$ cat src/hdl/sdbl_defs.svh
// timing counts, geometry defaults and command codes for the bank legality block
// assumes a 125 MHz command clock shared with the issuing controller
`ifndef SDBL_DEFS_SVH
`define SDBL_DEFS_SVH

// ****************************************************
// clock and timing figures
// ****************************************************
`define SDBL_CLK_NS 8
`define SDBL_T_RP_NS 20
`define SDBL_T_RCD_NS 20
`define SDBL_T_RC_NS 66
// least times round up to whole cycles
`define SDBL_CYC(ns) (((ns) + `SDBL_CLK_NS - 1) / `SDBL_CLK_NS)
`define SDBL_RP_CYC `SDBL_CYC(`SDBL_T_RP_NS)
`define SDBL_RCD_CYC `SDBL_CYC(`SDBL_T_RCD_NS)
`define SDBL_RC_CYC `SDBL_CYC(`SDBL_T_RC_NS)
// already given in clocks
`define SDBL_MRD_CYC 2
`define SDBL_WR_CYC 2

// ****************************************************
// geometry defaults
// ****************************************************
`define SDBL_NBANK 4
`define SDBL_CL 3
`define SDBL_BL 4
`define SDBL_CNT_W 4

// ****************************************************
// command codes on {ras, cas, we} with select low
// ****************************************************
`define SDBL_CMD_NOP 3'h7
`define SDBL_CMD_ACT 3'h3
`define SDBL_CMD_RD 3'h5
`define SDBL_CMD_WR 3'h4
`define SDBL_CMD_PRE 3'h2
`define SDBL_CMD_REF 3'h1
`define SDBL_CMD_LMR 3'h0
`define SDBL_CMD_BST 3'h6

`endif

$ cat src/hdl/sdbl_pkg.sv
// state types shared by the bank tracker and the command decoder
// assumes nothing beyond a SystemVerilog tool
package sdbl_pkg;

    // ****************************************************
    // per-bank state, one-hot
    // ****************************************************
    typedef enum logic [7:0] {
        BANK_IDLE = 8'h01,
        BANK_ACTIVATING = 8'h02,
        BANK_ACTIVE = 8'h04,
        BANK_READ = 8'h08,
        BANK_WRITE = 8'h10,
        BANK_READ_AP = 8'h20,
        BANK_WRITE_AP = 8'h40,
        BANK_PRECHARGING = 8'h80
    } sdbl_bank_e;

    // ****************************************************
    // device-wide state, one-hot
    // ****************************************************
    typedef enum logic [3:0] {
        GLOB_NORMAL = 4'h1,
        GLOB_REFRESH = 4'h2,
        GLOB_MODE = 4'h4,
        GLOB_PRE_ALL = 4'h8
    } sdbl_glob_e;

endpackage : sdbl_pkg

$ cat src/hdl/sdbl_bank_if.sv
// per-bank command strobes from the decoder and the bank state back
// assumes one instance per bank, all on the block clock
`timescale 1ns/1ns
interface sdbl_bank_if;
    logic act;
    logic rd;
    logic wr;
    logic ap;
    logic pre;
    logic stop;
    sdbl_pkg::sdbl_bank_e state;

    modport ctrl (output act, output rd, output wr, output ap, output pre,
                  output stop, input state);
    modport bank (input act, input rd, input wr, input ap, input pre,
                  input stop, output state);
endinterface : sdbl_bank_if

$ cat src/hdl/sdbl_bank.sv
// one bank's state and its own timers
// assumes strobes are only raised for commands the decoder accepted
`timescale 1ns/1ns
`include "sdbl_defs.svh"
module sdbl_bank (
    // clock and reset
    input wire logic clock,
    input wire logic reset_n,
    // decoder side
    sdbl_bank_if.bank bus
);
    localparam logic [`SDBL_CNT_W-1:0] RcdLoad = `SDBL_CNT_W'(`SDBL_RCD_CYC - 1);
    localparam logic [`SDBL_CNT_W-1:0] RpLoad = `SDBL_CNT_W'(`SDBL_RP_CYC - 1);
    localparam logic [`SDBL_CNT_W-1:0] WrLoad = `SDBL_CNT_W'(`SDBL_WR_CYC - 1);

    sdbl_pkg::sdbl_bank_e state_r;
    logic [`SDBL_CNT_W-1:0] cnt_r;
    logic apRun_r;
    logic wrRec_r;
    logic cntDone;

    // leaving one edge early makes the new state visible on the due edge
    assign cntDone = (cnt_r <= `SDBL_CNT_W'(1));
    assign bus.state = state_r;

    // ****************************************************
    // bank state machine
    // ****************************************************
    always_ff @(posedge clock or negedge reset_n) begin
        if (!reset_n) begin
            state_r <= sdbl_pkg::BANK_IDLE;
            cnt_r <= '0;
            apRun_r <= 1'b0;
            wrRec_r <= 1'b0;
        end else begin
            if (cnt_r != '0) cnt_r <= cnt_r - `SDBL_CNT_W'(1);
            unique case (state_r)
                sdbl_pkg::BANK_IDLE: begin
                    // a precharge here changes nothing
                    if (bus.act) begin
                        state_r <= sdbl_pkg::BANK_ACTIVATING;
                        cnt_r <= RcdLoad;
                    end
                end
                sdbl_pkg::BANK_ACTIVATING: begin
                    if (cntDone) state_r <= sdbl_pkg::BANK_ACTIVE;
                end
                sdbl_pkg::BANK_ACTIVE, sdbl_pkg::BANK_READ,
                sdbl_pkg::BANK_WRITE: begin
                    apRun_r <= 1'b0;
                    wrRec_r <= 1'b0;
                    if (bus.pre) begin
                        state_r <= sdbl_pkg::BANK_PRECHARGING;
                        cnt_r <= RpLoad;
                    end else if (bus.rd) begin
                        state_r <= bus.ap ? sdbl_pkg::BANK_READ_AP
                                          : sdbl_pkg::BANK_READ;
                    end else if (bus.wr) begin
                        state_r <= bus.ap ? sdbl_pkg::BANK_WRITE_AP
                                          : sdbl_pkg::BANK_WRITE;
                    end else if (bus.stop) begin
                        state_r <= sdbl_pkg::BANK_ACTIVE;
                    end
                end
                sdbl_pkg::BANK_READ_AP: begin
                    // precharge starts when the burst ends or is cut
                    if (!apRun_r && bus.stop) begin
                        apRun_r <= 1'b1;
                        cnt_r <= RpLoad;
                    end else if (apRun_r && cntDone) begin
                        state_r <= sdbl_pkg::BANK_IDLE;
                        apRun_r <= 1'b0;
                    end
                end
                sdbl_pkg::BANK_WRITE_AP: begin
                    // write recovery from the cut, then row precharge
                    if (!apRun_r && bus.stop) begin
                        apRun_r <= 1'b1;
                        wrRec_r <= 1'b1;
                        cnt_r <= WrLoad;
                    end else if (apRun_r && wrRec_r && cntDone) begin
                        wrRec_r <= 1'b0;
                        cnt_r <= RpLoad;
                    end else if (apRun_r && cntDone) begin
                        state_r <= sdbl_pkg::BANK_IDLE;
                        apRun_r <= 1'b0;
                    end
                end
                sdbl_pkg::BANK_PRECHARGING: begin
                    if (cntDone) state_r <= sdbl_pkg::BANK_IDLE;
                end
                default: begin
                    state_r <= sdbl_pkg::BANK_IDLE;
                end
            endcase
        end
    end
endmodule : sdbl_bank

$ cat src/hdl/sdbl_legality.sv
// command decode, burst tracking and device-wide states for four banks
// assumes command pins are driven on this clock by the controller
`timescale 1ns/1ns
`include "sdbl_defs.svh"
// Functional notes
// - read with autoprecharge idles after precharge time
// - write with autoprecharge idles after write recovery, then precharge time
// - refresh lasts row cycle, then all idle
// - mode access lasts mode delay, then idle
// - precharge all lasts precharge time
// - burst terminate ends latest burst, any bank, unless it has autoprecharge (then refused)
// - precharge to idle bank acts as nop
// - decode select, row, column, write strobes
// - other bank accepts what its state allows
// - active only after activate delay, no burst
// - interrupted autoprecharge bank precharges concurrently
// - read cuts plain read after cas latency
// - write cuts plain read at once; mask early
// - read cuts plain write at once
// - write cuts plain write at once
// - read cuts autoprecharge read; precharge starts now
// - write cuts autoprecharge read; precharge starts now
// - read cuts autoprecharge write; recovery from read
// - write cuts autoprecharge write; recovery from write
// - idle after precharge; idle banks accept activate
module sdbl_legality #(
    parameter int CasLatency = `SDBL_CL,
    parameter int BurstLen = `SDBL_BL
) (
    // clock and reset
    input wire logic clock,
    input wire logic reset_n,
    // command pins
    input wire logic csN,
    input wire logic rasN,
    input wire logic casN,
    input wire logic weN,
    input wire logic [1:0] bankAddr,
    input wire logic autoPre,
    // state view
    output logic [31:0] bankStates,
    output logic [3:0] globalState,
    output logic allIdle,
    output logic cmdIllegal,
    // data timing
    output logic rdDataValid,
    output logic [1:0] rdDataBank,
    output logic wrDataTaken,
    output logic [1:0] wrDataBank
);
    localparam int NBank = `SDBL_NBANK;
    localparam logic [`SDBL_CNT_W-1:0] RcLoad = `SDBL_CNT_W'(`SDBL_RC_CYC - 1);
    localparam logic [`SDBL_CNT_W-1:0] MrdLoad = `SDBL_CNT_W'(`SDBL_MRD_CYC - 1);
    localparam logic [`SDBL_CNT_W-1:0] RpLoad = `SDBL_CNT_W'(`SDBL_RP_CYC - 1);
    localparam logic [7:0] BurstLoad = 8'(BurstLen - 1);

    // ****************************************************
    // declarations
    // ****************************************************
    sdbl_bank_if bankIf [NBank] ();
    sdbl_pkg::sdbl_bank_e st [NBank];
    sdbl_pkg::sdbl_glob_e glob_r;
    logic [`SDBL_CNT_W-1:0] globCnt_r;
    logic [2:0] code;
    logic isAct, isRd, isWr, isPre, isRef, isLmr, isBst, isExec;
    logic tgtIdle, tgtOpen, anyIdleAll, allPreOk, legal;
    logic accAct, accRd, accWr, accPre, accRef, accLmr, accBst, accRw;
    logic burstOn_r, burstWr_r;
    logic [1:0] burstBank_r;
    logic [7:0] burstLeft_r;
    logic endNow, cutOther, cutDelayed, preHit, contBeat;
    logic [CasLatency-1:0] rdPipeV_r, stopPipeV_r;
    logic [1:0] rdPipeB_r [CasLatency];
    logic [1:0] stopPipeB_r [CasLatency];
    logic cmdIllegal_r, wrTaken_r;
    logic [1:0] wrBank_r;

    // ****************************************************
    // command decode
    // ****************************************************
    // select high is inhibit; the rest keyed on ras, cas, we
    assign code = {rasN, casN, weN};
    assign isExec = !csN && (code != `SDBL_CMD_NOP);
    assign isAct = isExec && (code == `SDBL_CMD_ACT);
    assign isRd = isExec && (code == `SDBL_CMD_RD);
    assign isWr = isExec && (code == `SDBL_CMD_WR);
    assign isPre = isExec && (code == `SDBL_CMD_PRE);
    assign isRef = isExec && (code == `SDBL_CMD_REF);
    assign isLmr = isExec && (code == `SDBL_CMD_LMR);
    assign isBst = isExec && (code == `SDBL_CMD_BST);

    // ****************************************************
    // bank array
    // ****************************************************
    genvar g;
    generate
        for (g = 0; g < NBank; g++) begin : gBank
            sdbl_bank uBank (
                .clock(clock),
                .reset_n(reset_n),
                .bus(bankIf[g].bank)
            );
            assign st[g] = bankIf[g].state;
            // only the addressed bank reacts, except that precharge with autoPre reaches every bank
            assign bankIf[g].act = accAct && (bankAddr == 2'(g));
            assign bankIf[g].rd = accRd && (bankAddr == 2'(g));
            assign bankIf[g].wr = accWr && (bankAddr == 2'(g));
            assign bankIf[g].ap = autoPre;
            assign bankIf[g].pre = accPre
                && (autoPre || (bankAddr == 2'(g)));
            // natural end, terminate, immediate cut or delayed cut
            assign bankIf[g].stop =
                ((endNow || accBst || cutOther) && burstBank_r == 2'(g))
                || (stopPipeV_r[CasLatency-1]
                    && stopPipeB_r[CasLatency-1] == 2'(g));
        end
    endgenerate

    // ****************************************************
    // packed bank view
    // ****************************************************
    // one process owns the whole status word
    always_comb begin
        for (int i = 0; i < NBank; i++) begin
            bankStates[8*i +: 8] = st[i];
        end
    end

    // ****************************************************
    // legality of the command against bank and device state
    // ****************************************************
    always_comb begin
        anyIdleAll = 1'b1;
        allPreOk = 1'b1;
        for (int i = 0; i < NBank; i++) begin
            if (st[i] != sdbl_pkg::BANK_IDLE) anyIdleAll = 1'b0;
            // every bank must be in a state open to precharge
            if (!(st[i] inside {sdbl_pkg::BANK_IDLE, sdbl_pkg::BANK_ACTIVE,
                    sdbl_pkg::BANK_READ, sdbl_pkg::BANK_WRITE}))
                allPreOk = 1'b0;
        end
    end

    assign tgtIdle = (st[bankAddr] == sdbl_pkg::BANK_IDLE);
    assign tgtOpen = st[bankAddr] inside {sdbl_pkg::BANK_ACTIVE,
        sdbl_pkg::BANK_READ, sdbl_pkg::BANK_WRITE};

    // anything outside the allowed set is refused and flagged
    always_comb begin
        legal = 1'b0;
        if (glob_r != sdbl_pkg::GLOB_NORMAL) legal = 1'b0;
        else if (isAct) legal = tgtIdle;
        else if (isRd || isWr) legal = tgtOpen;
        else if (isPre) legal = autoPre ? allPreOk : (tgtIdle || tgtOpen);
        else if (isRef || isLmr) legal = anyIdleAll;
        else if (isBst) legal = burstOn_r
            && (st[burstBank_r] inside {sdbl_pkg::BANK_READ,
                sdbl_pkg::BANK_WRITE});
    end

    assign accAct = isAct && legal;
    assign accRd = isRd && legal;
    assign accWr = isWr && legal;
    assign accPre = isPre && legal;
    assign accRef = isRef && legal;
    assign accLmr = isLmr && legal;
    assign accBst = isBst && legal;
    assign accRw = accRd || accWr;

    // ****************************************************
    // burst cut and end conditions
    // ****************************************************
    assign endNow = burstOn_r && (burstLeft_r == 8'h00)
        && !(accRw && bankAddr == burstBank_r);
    assign preHit = accPre && burstOn_r
        && (autoPre || bankAddr == burstBank_r);
    // a read cutting a plain read takes effect one latency later
    assign cutDelayed = !endNow && burstOn_r && accRd
        && bankAddr != burstBank_r
        && st[burstBank_r] == sdbl_pkg::BANK_READ;
    // every other cross-bank cut acts on the edge it is taken
    assign cutOther = !endNow && burstOn_r && accRw
        && bankAddr != burstBank_r && !cutDelayed;
    assign contBeat = burstOn_r && (burstLeft_r != 8'h00)
        && !accBst && !accRw && !preHit;

    // ****************************************************
    // most recent burst
    // ****************************************************
    always_ff @(posedge clock or negedge reset_n) begin
        if (!reset_n) begin
            burstOn_r <= 1'b0;
            burstWr_r <= 1'b0;
            burstBank_r <= 2'h0;
            burstLeft_r <= 8'h00;
        end else if (accRw) begin
            burstOn_r <= 1'b1;
            burstWr_r <= accWr;
            burstBank_r <= bankAddr;
            burstLeft_r <= BurstLoad;
        end else if (accBst || preHit || endNow) begin
            burstOn_r <= 1'b0;
        end else if (contBeat) begin
            burstLeft_r <= burstLeft_r - 8'h01;
        end
    end

    // ****************************************************
    // read data and delayed cut pipelines
    // ****************************************************
    // a write flushes queued read data; the mask covers the bus
    always_ff @(posedge clock or negedge reset_n) begin
        if (!reset_n) begin
            rdPipeV_r <= '0;
            stopPipeV_r <= '0;
            for (int i = 0; i < CasLatency; i++) begin
                rdPipeB_r[i] <= 2'h0;
                stopPipeB_r[i] <= 2'h0;
            end
        end else begin
            rdPipeV_r[0] <= accRd || (contBeat && !burstWr_r);
            rdPipeB_r[0] <= accRd ? bankAddr : burstBank_r;
            stopPipeV_r[0] <= cutDelayed;
            stopPipeB_r[0] <= burstBank_r;
            for (int i = 1; i < CasLatency; i++) begin
                rdPipeV_r[i] <= rdPipeV_r[i-1] && !accWr;
                rdPipeB_r[i] <= rdPipeB_r[i-1];
                stopPipeV_r[i] <= stopPipeV_r[i-1];
                stopPipeB_r[i] <= stopPipeB_r[i-1];
            end
            if (accWr) rdPipeV_r[0] <= 1'b0;
        end
    end

    // ****************************************************
    // write data ownership
    // ****************************************************
    // data on the cutting edge already belongs to the new command
    always_ff @(posedge clock or negedge reset_n) begin
        if (!reset_n) begin
            wrTaken_r <= 1'b0;
            wrBank_r <= 2'h0;
        end else begin
            wrTaken_r <= accWr || (contBeat && burstWr_r);
            wrBank_r <= accWr ? bankAddr : burstBank_r;
        end
    end

    // ****************************************************
    // device-wide states
    // ****************************************************
    always_ff @(posedge clock or negedge reset_n) begin
        if (!reset_n) begin
            glob_r <= sdbl_pkg::GLOB_NORMAL;
            globCnt_r <= '0;
        end else begin
            if (globCnt_r != '0) globCnt_r <= globCnt_r - `SDBL_CNT_W'(1);
            unique case (glob_r)
                sdbl_pkg::GLOB_NORMAL: begin
                    if (accRef) begin
                        glob_r <= sdbl_pkg::GLOB_REFRESH;
                        globCnt_r <= RcLoad;
                    end else if (accLmr) begin
                        glob_r <= sdbl_pkg::GLOB_MODE;
                        globCnt_r <= MrdLoad;
                    end else if (accPre && autoPre) begin
                        glob_r <= sdbl_pkg::GLOB_PRE_ALL;
                        globCnt_r <= RpLoad;
                    end
                end
                sdbl_pkg::GLOB_REFRESH, sdbl_pkg::GLOB_MODE,
                sdbl_pkg::GLOB_PRE_ALL: begin
                    if (globCnt_r <= `SDBL_CNT_W'(1))
                        glob_r <= sdbl_pkg::GLOB_NORMAL;
                end
                default: begin
                    glob_r <= sdbl_pkg::GLOB_NORMAL;
                end
            endcase
        end
    end

    // ****************************************************
    // status flag
    // ****************************************************
    always_ff @(posedge clock or negedge reset_n) begin
        if (!reset_n) cmdIllegal_r <= 1'b0;
        else cmdIllegal_r <= isExec && !legal;
    end

    // ****************************************************
    // outputs
    // ****************************************************
    assign globalState = glob_r;
    assign allIdle = anyIdleAll && (glob_r == sdbl_pkg::GLOB_NORMAL);
    assign cmdIllegal = cmdIllegal_r;
    assign rdDataValid = rdPipeV_r[CasLatency-1];
    assign rdDataBank = rdPipeB_r[CasLatency-1];
    assign wrDataTaken = wrTaken_r;
    assign wrDataBank = wrBank_r;
endmodule : sdbl_legality

$ cat config.mk
export PLATFORM = sky130hd
export DESIGN_NAME = sdbl_legality
export DESIGN_NICKNAME = d
export VERILOG_FILES = /design/src/hdl/sdbl_pkg.sv /design/src/hdl/sdbl_bank_if.sv /design/src/hdl/sdbl_bank.sv /design/src/hdl/sdbl_legality.sv
export VERILOG_INCLUDE_DIRS = /design/src /design/src/hdl
export SDC_FILE = /design/constraint.sdc
export NUM_CORES = 1
export LEC_CHECK = 0
export ABC_AREA = 0
export BUFFER_PORTS_ARGS = -buffer_cell sky130_fd_sc_hd__buf_2
export CORE_ASPECT_RATIO = 0.9
export CORE_UTILIZATION = 55
export CTS_BUF_LIST = sky130_fd_sc_hd__clkbuf_8
export DETAILED_ROUTE_END_ITERATION = 10
export GPL_TIMING_DRIVEN = 1
export HOLD_SLACK_MARGIN = 0.08
export PLACE_DENSITY = 0.75
export SETUP_SLACK_MARGIN = 0.2
export SLEW_MARGIN = 20
export SYNTH_ARGS = -nofsm -noshare
export SYNTH_HDL_FRONTEND = slang
export SYNTH_SLANG_ARGS = --single-unit
$ cat constraint.sdc
create_clock -name clock -period 4.6 [get_ports clock]
set_clock_uncertainty 0.05 [all_clocks]
set_input_delay 0.46 -clock clock [delete_from_list [all_inputs] [get_ports clock]]
set_output_delay 0.46 -clock clock [all_outputs]
set_load 0.01 [all_outputs]
==> impl_metrics.prom, run 1 <==
# TYPE chip_impl_metric gauge
chip_impl_metric{name="critical_path.max_fanout",unit=""} 9
chip_impl_metric{name="detail_route.wirelength",unit="um"} 17900
chip_impl_metric{name="initial_core_utilization",unit="%"} 57.6
chip_impl_metric{name="number_of_antenna_violations_at_the_first_check_in_global_routing",unit=""} 0
chip_impl_metric{name="num_vias",unit=""} 5980
chip_impl_metric{name="synth_largest_type_area_fraction",unit="%"} 36.8
chip_impl_metric{name="grt_pass1_vias",unit=""} 5616
chip_impl_metric{name="grt_start_max_net_pins",unit=""} 51
chip_impl_metric{name="area.growth.synth_to_final",unit="%"} 9.73
chip_impl_metric{name="port-buffer-count",unit=""} 52
chip_impl_metric{name="timing.critical_path.required",unit="ns"} 4.82
chip_impl_metric{name="initialDrtViolationCount",unit=""} 731
chip_impl_metric{name="synth-edff-count",unit=""} 0
chip_impl_info{name="yosys.area.top_type",value="sky130_fd_sc_hd__dfrtp_1"} 1
chip_impl_metric{name="worstPathArrival",unit="ns"} 4.00
chip_impl_metric{name="leakage_power_total",unit="nW"} 3.12
chip_impl_metric{name="remaining_global_route_overflow",unit=""} 0
chip_impl_metric{name="report.final.setup_viol",unit=""} 0
chip_impl_metric{name="max_cap_violations",unit=""} 0
chip_impl_metric{name="final.period_utilization",unit="%"} 82.2
chip_impl_metric{name="floorplan.die.height",unit="um"} 104
chip_impl_metric{name="sequential_cell_area",unit="um2"} 2460
chip_impl_metric{name="cts_sinks",unit=""} 98
chip_impl_metric{name="synth_seq_cells",unit=""} 98
chip_impl_metric{name="maxClockFrequency",unit="MHz"} 265
chip_impl_metric{name="synth_seq_area_share",unit="%"} 38.9
chip_impl_metric{name="diodes",unit=""} 0
chip_impl_metric{name="share_of_final_layout_standard_cells_stronger_than_drive_strength_1",unit="%"} 15.2
chip_impl_metric{name="firstDrtPassIters",unit=""} 5
chip_impl_info{name="synth.most_common_cell",value="sky130_fd_sc_hd__dfrtp_1"} 1
chip_impl_metric{name="ant_nets",unit=""} 0
chip_impl_metric{name="synthesis.area",unit="um2"} 6330
chip_impl_metric{name="grt_usage",unit="%"} 31.0
chip_impl_metric{name="area_taken_by_multi_input_logic_gates",unit="um2"} 3620
chip_impl_metric{name="total_count_of_hold_check_failures_in_the_final_report",unit=""} 0
chip_impl_metric{name="report.power.total",unit="W"} 0.00352
chip_impl_metric{name="grt_pass1_wl",unit="um"} 28600
chip_impl_info{name="hold_path_class",value="in2reg"} 1
chip_impl_info{name="netlist_top_cells_count",value="93 x sky130_fd_sc_hd__dfrtp_1, 71 x sky130_fd_sc_hd__nor2_1, 66 x sky130_fd_sc_hd__nand2_1"} 1
chip_impl_metric{name="clock_insertion_delay_worst_skew",unit="ns"} 0.40
chip_impl_metric{name="drv_slew",unit=""} 0
chip_impl_metric{name="pre_cts_ws",unit="ns"} 0.724
chip_impl_metric{name="fill_cells",unit=""} 939
chip_impl_info{name="outcome",value="completed"} 1
chip_impl_metric{name="cts_buffer_depth",unit=""} 2
chip_impl_metric{name="num-nets-final",unit=""} 794
chip_impl_metric{name="synth_async_sr_flop_share",unit="%"} 100
chip_impl_metric{name="cts_clock_pin_slew_for_the_worst_setup_and_hold_paths",unit="ns"} 0.10
chip_impl_metric{name="mappedNetlistNets",unit=""} 752
chip_impl_metric{name="placedInstanceArea",unit="um2"} 6720
chip_impl_metric{name="cts_inserted_buffers",unit=""} 9
chip_impl_info{name="critPathKind",value="reg2reg"} 1
chip_impl_info{name="grt_setup_unrepaired",value="no"} 1
chip_impl_metric{name="ir_drop",unit="mV"} 0.295
chip_impl_info{name="cts_root_buffer",value="sky130_fd_sc_hd__clkbuf_8"} 1
chip_impl_metric{name="timing.max_slew.rel_slack",unit="%"} 32.2
chip_impl_metric{name="placement_rows",unit=""} 36
chip_impl_info{name="post_synth_main_area_contributors",value="sky130_fd_sc_hd__dfrtp_1 37%, sky130_fd_sc_hd__nor2_1 4.2%, sky130_fd_sc_hd__o21ai_0 4.0%, sky130_fd_sc_hd__nand2_1 3.9%, sky130_fd_sc_hd__a21oi_1 3.5%"} 1
chip_impl_metric{name="timing.final.crit_period",unit="ns"} 3.78
chip_impl_metric{name="io_pins",unit=""} 53
chip_impl_metric{name="routedWlPerCell",unit="um"} 19.3
chip_impl_metric{name="worstMarginPinSlew",unit="ns"} 1.01
chip_impl_metric{name="routabilityCongestion",unit=""} 0.941
chip_impl_metric{name="htree_num_levels",unit=""} 3
chip_impl_metric{name="die_x",unit="um"} 115
chip_impl_metric{name="post_detailed_route_drc_marker_count",unit=""} 0
chip_impl_metric{name="setup_total_negative_slack",unit="ns"} 0
chip_impl_info{name="critPathLaunchType",value="flop"} 1
chip_impl_metric{name="layout.cell_area.non_filler",unit="um2"} 6940
chip_impl_metric{name="pwr_density_cell",unit="nW/um2"} 506
chip_impl_info{name="cp-end-kind",value="flop"} 1
chip_impl_metric{name="die_area",unit="um2"} 11900
chip_impl_metric{name="postSynthCellCount",unit=""} 727
chip_impl_info{name="ys_dominant_reg_cell",value="sky130_fd_sc_hd__dfrtp_1"} 1
chip_impl_metric{name="post_synth_num_cell_types",unit=""} 76
chip_impl_metric{name="dp_hpwl",unit="um"} 13100
chip_impl_metric{name="postSynthAreaPerCell",unit="um2"} 8.70
chip_impl_metric{name="post_drt_via_cell_ratio",unit=""} 6.46
chip_impl_info{name="tritoncts",value="built"} 1
chip_impl_metric{name="yosys_warnings",unit=""} 0
chip_impl_metric{name="coreArea",unit="um2"} 11000
chip_impl_metric{name="timing.final.ws_setup",unit="ns"} 0.820
[power by group]
group          internal [W]  switching (W)
Combinational      0.000647       0.000912
Sequential          0.00110       0.000258
Clock              0.000262       0.000340
Total               0.00201        0.00151
[through the flow]
step,utilization (%),hold WS (ns),instances
after global routing,63.2,0.249,926
after global placement,61.2,0.282,909
after floorplan,-,0.114,727
after detailed placement,61.2,0.286,909
after CTS,63.2,0.225,926
final,63.2,0.249,926
[kinds of logic after synthesis]
kind of cell,after synthesis,share of synthesized area [%]
multiplexers,12,2.97
AND/OR/NAND/NOR,309,25.8
adder cells (fa/ha/maj),16,3.16
buffers and inverters,62,3.86
AO/OA/AOI/OAI,201,21.4
flip-flops,98,38.9
XOR/XNOR,29,4.02
[worst paths after layout]
path | to | startpoint | cells after the start | slack, ns
hold / removal | cmdIllegal | csN | 2 | 0.25
setup reg to reg | gBank[1].uBank.cnt_r[1] | gBank[3].uBank.bus.state[0] | 10 | 0.82
min in group asynchronous | gBank[0].uBank.cnt_r[2] | reset_n | 2 | 0.56
hold reg to reg | stopPipeB_r[0] | stopPipeB_r[2] | 0 | 0.31
setup / recovery | gBank[1].uBank.cnt_r[1] | gBank[3].uBank.bus.state[0] | 10 | 0.82
max in group asynchronous | burstBank_r[0] | reset_n | 3 | 2.85
[cells in the final DEF, fill, tap and decap left out, types with 5 or more instances in the layout]
cell type | synthesis | routed
sky130_fd_sc_hd__a21oi_1 | 44 | 44
sky130_fd_sc_hd__dfrtp_1 | 93 | 93
sky130_fd_sc_hd__o211ai_1 | 5 | 5
sky130_fd_sc_hd__nor3_1 | 28 | 28
sky130_fd_sc_hd__o31ai_1 | 9 | 9
sky130_fd_sc_hd__nor2_1 | 71 | 71
sky130_fd_sc_hd__ha_1 | 16 | 16
sky130_fd_sc_hd__a22oi_1 | 6 | 6
sky130_fd_sc_hd__nor2b_1 | 7 | 7
sky130_fd_sc_hd__mux4_2 | 5 | 5
sky130_fd_sc_hd__o22ai_1 | 13 | 13
sky130_fd_sc_hd__and4_1 | 5 | 5
sky130_fd_sc_hd__nor4b_1 | 8 | 8
sky130_fd_sc_hd__dfstp_2 | 5 | 5
sky130_fd_sc_hd__nand2b_1 | 18 | 18
sky130_fd_sc_hd__xnor2_1 | 14 | 14
sky130_fd_sc_hd__inv_1 | 30 | 30
sky130_fd_sc_hd__nand2_1 | 66 | 66
sky130_fd_sc_hd__nand4b_1 | 5 | 5
sky130_fd_sc_hd__or4_1 | 5 | 5
sky130_fd_sc_hd__nand3_1 | 27 | 27
sky130_fd_sc_hd__or3_1 | 14 | 14
sky130_fd_sc_hd__nor3b_1 | 9 | 9
sky130_fd_sc_hd__a31oi_1 | 10 | 10
sky130_fd_sc_hd__o21ai_0 | 51 | 51
sky130_fd_sc_hd__buf_2 | 3 | 51
sky130_fd_sc_hd__a21o_1 | 9 | 9
sky130_fd_sc_hd__nand4_1 | 6 | 6
sky130_fd_sc_hd__o21a_1 | 6 | 6
sky130_fd_sc_hd__clkbuf_8 | 0 | 9
sky130_fd_sc_hd__or2_2 | 9 | 9
sky130_fd_sc_hd__nand3b_1 | 9 | 9
sky130_fd_sc_hd__nor4_1 | 5 | 5
sky130_fd_sc_hd__xor2_1 | 15 | 15
sky130_fd_sc_hd__buf_4 | 2 | 11
[flip-flops by register name (all words and copies together) (netlist names)]
register / count
burstOn_r: 1
rdPipeV_r: 3
gBank.uBank.apRun_r: 4
globCnt_r: 4
stopPipeB_r: 6
cmdIllegal: 1
rdDataBank: 2
globalState: 4
gBank.uBank.cnt_r: 16
burstLeft_r: 8
wrDataBank: 2
gBank.uBank.bus.state: 32
stopPipeV_r: 3
rdPipeB_r: 4
burstBank_r: 2
gBank.uBank.wrRec_r: 4
burstWr_r: 1
wrDataTaken: 1
[critical path: stages (launching register included)]
cell and delay [ns]:
sky130_fd_sc_hd__dfstp_2 0.66, sky130_fd_sc_hd__or4b_2 0.63, sky130_fd_sc_hd__nor4_1 0.53, sky130_fd_sc_hd__nand4_1 0.21, sky130_fd_sc_hd__o311a_1 0.20, sky130_fd_sc_hd__nand3_1 0.10, sky130_fd_sc_hd__a21oi_1 0.21, sky130_fd_sc_hd__or2_4 0.35
sky130_fd_sc_hd__a31oi_4 0.26, sky130_fd_sc_hd__o31ai_1 0.09, sky130_fd_sc_hd__or3_1 0.39
[per-layer routing]
| metal | wire length (um) | up-vias | track usage (%) |
|---|---|---|---|
| li1 | - | 2749 | - |
| met1 | 7700 | 2890 | 43.8 |
| met2 | 8060 | 296 | 46.8 |
| met3 | 1580 | 45 | 5.85 |
| met4 | 508 | 0 | 12.5 |
| met5 | 0 | - | 0 |
[what timing repair did]
| action | 4_1_cts | 5_1_grt |
|---|---|---|
| setup buffers | 0 | 0 |
| resized for setup | 0 | 0 |
| hold endpoints to repair | 44 | 0 |
| hold buffers | 1 | 0 |
[final cells by class]
cell class	instances	area share, %
clock inverters	7	1.23
repair buffers	63	5.01
clock buffers	9	1.78
multi-input cells	567	52.2
well taps	152	2.74
inverters	30	1.62
flip-flops and latches	98	35.4
(Power assumes the default switching activity.)
==> run 2: changes to the inputs <==
- PLACE_DENSITY: 0.75 -> 0.78
- clock period: 4.6 -> 3.38 ns (I/O delays scaled with it)
==> impl_metrics.prom, run 2 (same netlist as run 1, synthesis figures left out) <==
# TYPE chip_impl_metric gauge
chip_impl_metric{name="placement_rows",unit=""} 36
chip_impl_info{name="grt_setup_unrepaired",value="yes"} 1
chip_impl_metric{name="initial_core_utilization",unit="%"} 57.6
chip_impl_info{name="critPathLaunchType",value="flop"} 1
chip_impl_metric{name="reg2reg_depth",unit=""} 10
chip_impl_metric{name="cts_sinks",unit=""} 98
chip_impl_info{name="cp_common_cell",value="sky130_fd_sc_hd__or4_4"} 1
chip_impl_info{name="critical_path.reg2reg.endpoint",value="gBank[1].uBank.cnt_r[1]"} 1
chip_impl_metric{name="post_detailed_route_drc_marker_count",unit=""} 0
chip_impl_info{name="critical_path.slowest_cell",value="sky130_fd_sc_hd__or4_4"} 1
chip_impl_metric{name="regToRegSetupSlack",unit="ns"} 0.02
chip_impl_metric{name="layout.cell_area.non_filler",unit="um2"} 8220
chip_impl_metric{name="share_of_final_layout_standard_cells_stronger_than_drive_strength_1",unit="%"} 32.3
chip_impl_metric{name="io_pins",unit=""} 53
chip_impl_info{name="ordered_cell_list_for_the_critical_path",value="or4_4 -> or4_4 -> and3b_1 -> a2111o_1 -> nor3b_1 -> o21a_4 -> or2_4 -> a31oi_4 -> o31ai_1 -> or3_1"} 1
chip_impl_metric{name="die_x",unit="um"} 115
chip_impl_info{name="cpLargestDelayFamily",value="simple AND/OR/NAND/NOR gates"} 1
chip_impl_info{name="cts_root_buffer",value="sky130_fd_sc_hd__clkbuf_8"} 1
chip_impl_info{name="hold_path_class",value="in2reg"} 1
chip_impl_metric{name="timing.final.ws_setup",unit="ns"} 0.0237
chip_impl_metric{name="cts_buffer_depth",unit=""} 2
chip_impl_info{name="cp-end-kind",value="flop"} 1
chip_impl_metric{name="crit_path_max_incr_delay",unit="ns"} 0.56
chip_impl_metric{name="die_area",unit="um2"} 11900
chip_impl_metric{name="worstMarginPinSlew",unit="ns"} 0.775
chip_impl_info{name="outcome",value="completed"} 1
chip_impl_metric{name="number_of_antenna_violations_at_the_first_check_in_global_routing",unit=""} 0
chip_impl_metric{name="cp_num_cells",unit=""} 10
chip_impl_metric{name="timing.critical_path.required",unit="ns"} 3.61
chip_impl_info{name="tritoncts",value="built"} 1
chip_impl_metric{name="grt_start_max_net_pins",unit=""} 53
chip_impl_metric{name="num-nets-final",unit=""} 901
chip_impl_metric{name="timing.max_slew.rel_slack",unit="%"} 48.3
chip_impl_metric{name="final.period_utilization",unit="%"} 99.3
chip_impl_metric{name="coreArea",unit="um2"} 11000
chip_impl_metric{name="grt_pass1_wl",unit="um"} 31000
chip_impl_metric{name="timing.final.crit_period",unit="ns"} 3.36
chip_impl_metric{name="post_drt_via_cell_ratio",unit=""} 6.22
chip_impl_metric{name="area.growth.synth_to_final",unit="%"} 29.9
chip_impl_metric{name="remaining_global_route_overflow",unit=""} 0
chip_impl_metric{name="diodes",unit=""} 0
chip_impl_metric{name="detail_route.wirelength",unit="um"} 20000
chip_impl_metric{name="dp_hpwl",unit="um"} 14700
chip_impl_info{name="final_common_cell",value="sky130_fd_sc_hd__buf_4"} 1
chip_impl_metric{name="worstPathArrival",unit="ns"} 3.59
chip_impl_metric{name="pwr_density_cell",unit="nW/um2"} 657
chip_impl_metric{name="routedWlPerCell",unit="um"} 19.3
chip_impl_metric{name="htree_num_levels",unit=""} 3
chip_impl_metric{name="report.final.setup_viol",unit=""} 0
chip_impl_metric{name="floorplan.die.height",unit="um"} 104
chip_impl_metric{name="num_vias",unit=""} 6428
chip_impl_info{name="timing.critical_path.from",value="gBank[2].uBank.bus.state[6]"} 1
chip_impl_metric{name="clock_insertion_delay_worst_skew",unit="ns"} 0.40
chip_impl_metric{name="cts_inserted_buffers",unit=""} 9
chip_impl_metric{name="grt_pass1_vias",unit=""} 6073
chip_impl_metric{name="min_path_cells",unit=""} 2
chip_impl_info{name="layout_common_cells",value="104 x sky130_fd_sc_hd__buf_4, 90 x sky130_fd_sc_hd__dfrtp_1, 67 x sky130_fd_sc_hd__nor2_1, 58 x sky130_fd_sc_hd__nand2_1, 51 x sky130_fd_sc_hd__buf_2"} 1
chip_impl_metric{name="ir_drop",unit="mV"} 0.469
chip_impl_metric{name="cts_clock_pin_slew_for_the_worst_setup_and_hold_paths",unit="ns"} 0.10
chip_impl_metric{name="total_count_of_hold_check_failures_in_the_final_report",unit=""} 0
chip_impl_metric{name="ant_nets",unit=""} 0
chip_impl_metric{name="number_of_flip_flops_in_the_largest_register",unit=""} 32
chip_impl_metric{name="initialDrtViolationCount",unit=""} 613
chip_impl_metric{name="critPathBufInv",unit=""} 0
chip_impl_metric{name="max_cap_violations",unit=""} 0
chip_impl_info{name="reg2reg_from",value="gBank[2].uBank.bus.state[6]"} 1
chip_impl_metric{name="pre_cts_ws",unit="ns"} -0.129
chip_impl_metric{name="firstDrtPassIters",unit=""} 5
chip_impl_info{name="critPathKind",value="reg2reg"} 1
chip_impl_metric{name="maxClockFrequency",unit="MHz"} 298
chip_impl_metric{name="port-buffer-count",unit=""} 52
chip_impl_metric{name="routabilityCongestion",unit=""} 0.987
chip_impl_info{name="critPathCapture",value="gBank[1].uBank.cnt_r[1]"} 1
chip_impl_metric{name="grt_usage",unit="%"} 34.0
chip_impl_metric{name="drv_slew",unit=""} 0
chip_impl_metric{name="critical_path.max_fanout",unit=""} 4
chip_impl_metric{name="leakage_power_total",unit="nW"} 3.77
chip_impl_metric{name="placedInstanceArea",unit="um2"} 7410
[run 2: per-stage QoR]
stage	power [W]	TNS, ns	hold slack, ns	util, %	std cells
final	0.00539	0	0.124	74.7	1033
after global routing	0.00575	-0.756	0.143	74.7	1033
after CTS	0.00513	0	0.109	70.8	1020
after detailed placement	0.00427	-0.663	0.285	67.5	999
after global placement	0.00415	-0.376	0.282	67.5	999
after floorplan	0.00337	0	-0.00759	-	727
[run 2: how the worst min path moves through the flow]
stage	start	endpoint	slack (ns)
after CTS	csN	cmdIllegal	0.11
after global placement	stopPipeB_r[3]	stopPipeB_r[1]	0.28
after detailed placement	rdPipeB_r[2]	rdDataBank[0]	0.28
after global routing	csN	cmdIllegal	0.14
after floorplan	reset_n	burstBank_r[0]	-0.008
final	csN	cmdIllegal	0.12
[run 2: per-layer routing]
layer	GRT usage, %	routed length [um]	vias to the layer above
met5	0	0	-
met4	11.4	681	0
met3	6.55	1300	57
met2	54.1	9400	245
met1	46.3	8590	3158
li1	-	-	2968
[run 2: repair_timing]
item | in CTS | in global routing
setup buffers | 4 | 13
pin swaps | 19 | 27
endpoints found under the hold margin | 49 | 0
hold buffers | 1 | 0
resized for setup | 35 | 70
setup endpoints to repair | 52 | 62
[run 2: where the power goes]
group	internal [W]	total [W]	switching, W
clock	0.000337	0.000766	0.000429
combinational	0.00129	0.00287	0.00159
sequential	0.00149	0.00175	0.000261
total	0.00312	0.00539	0.00228
[run 2: area by class of cell]
cell class                      count  area [um2]
Clock buffer                        9         124
Tap cell                          152         190
Clock inverter                      7        63.8
Inverter                           30         113
Multi-Input combinational cell    567        4050
Timing Repair Buffer              170        1210
Sequential cell                    98        2460
Fill cell                         828        2780
[run 2: worst register-to-register path: stages (launching register included)]
cell	delay [ns]
sky130_fd_sc_hd__dfrtp_2	0.41
sky130_fd_sc_hd__or4_4	0.56
sky130_fd_sc_hd__or4_4	0.44
sky130_fd_sc_hd__and3b_1	0.20
sky130_fd_sc_hd__a2111o_1	0.37
sky130_fd_sc_hd__nor3b_1	0.15
sky130_fd_sc_hd__o21a_4	0.14
sky130_fd_sc_hd__or2_4	0.27
sky130_fd_sc_hd__a31oi_4	0.26
sky130_fd_sc_hd__o31ai_1	0.09
sky130_fd_sc_hd__or3_1	0.31
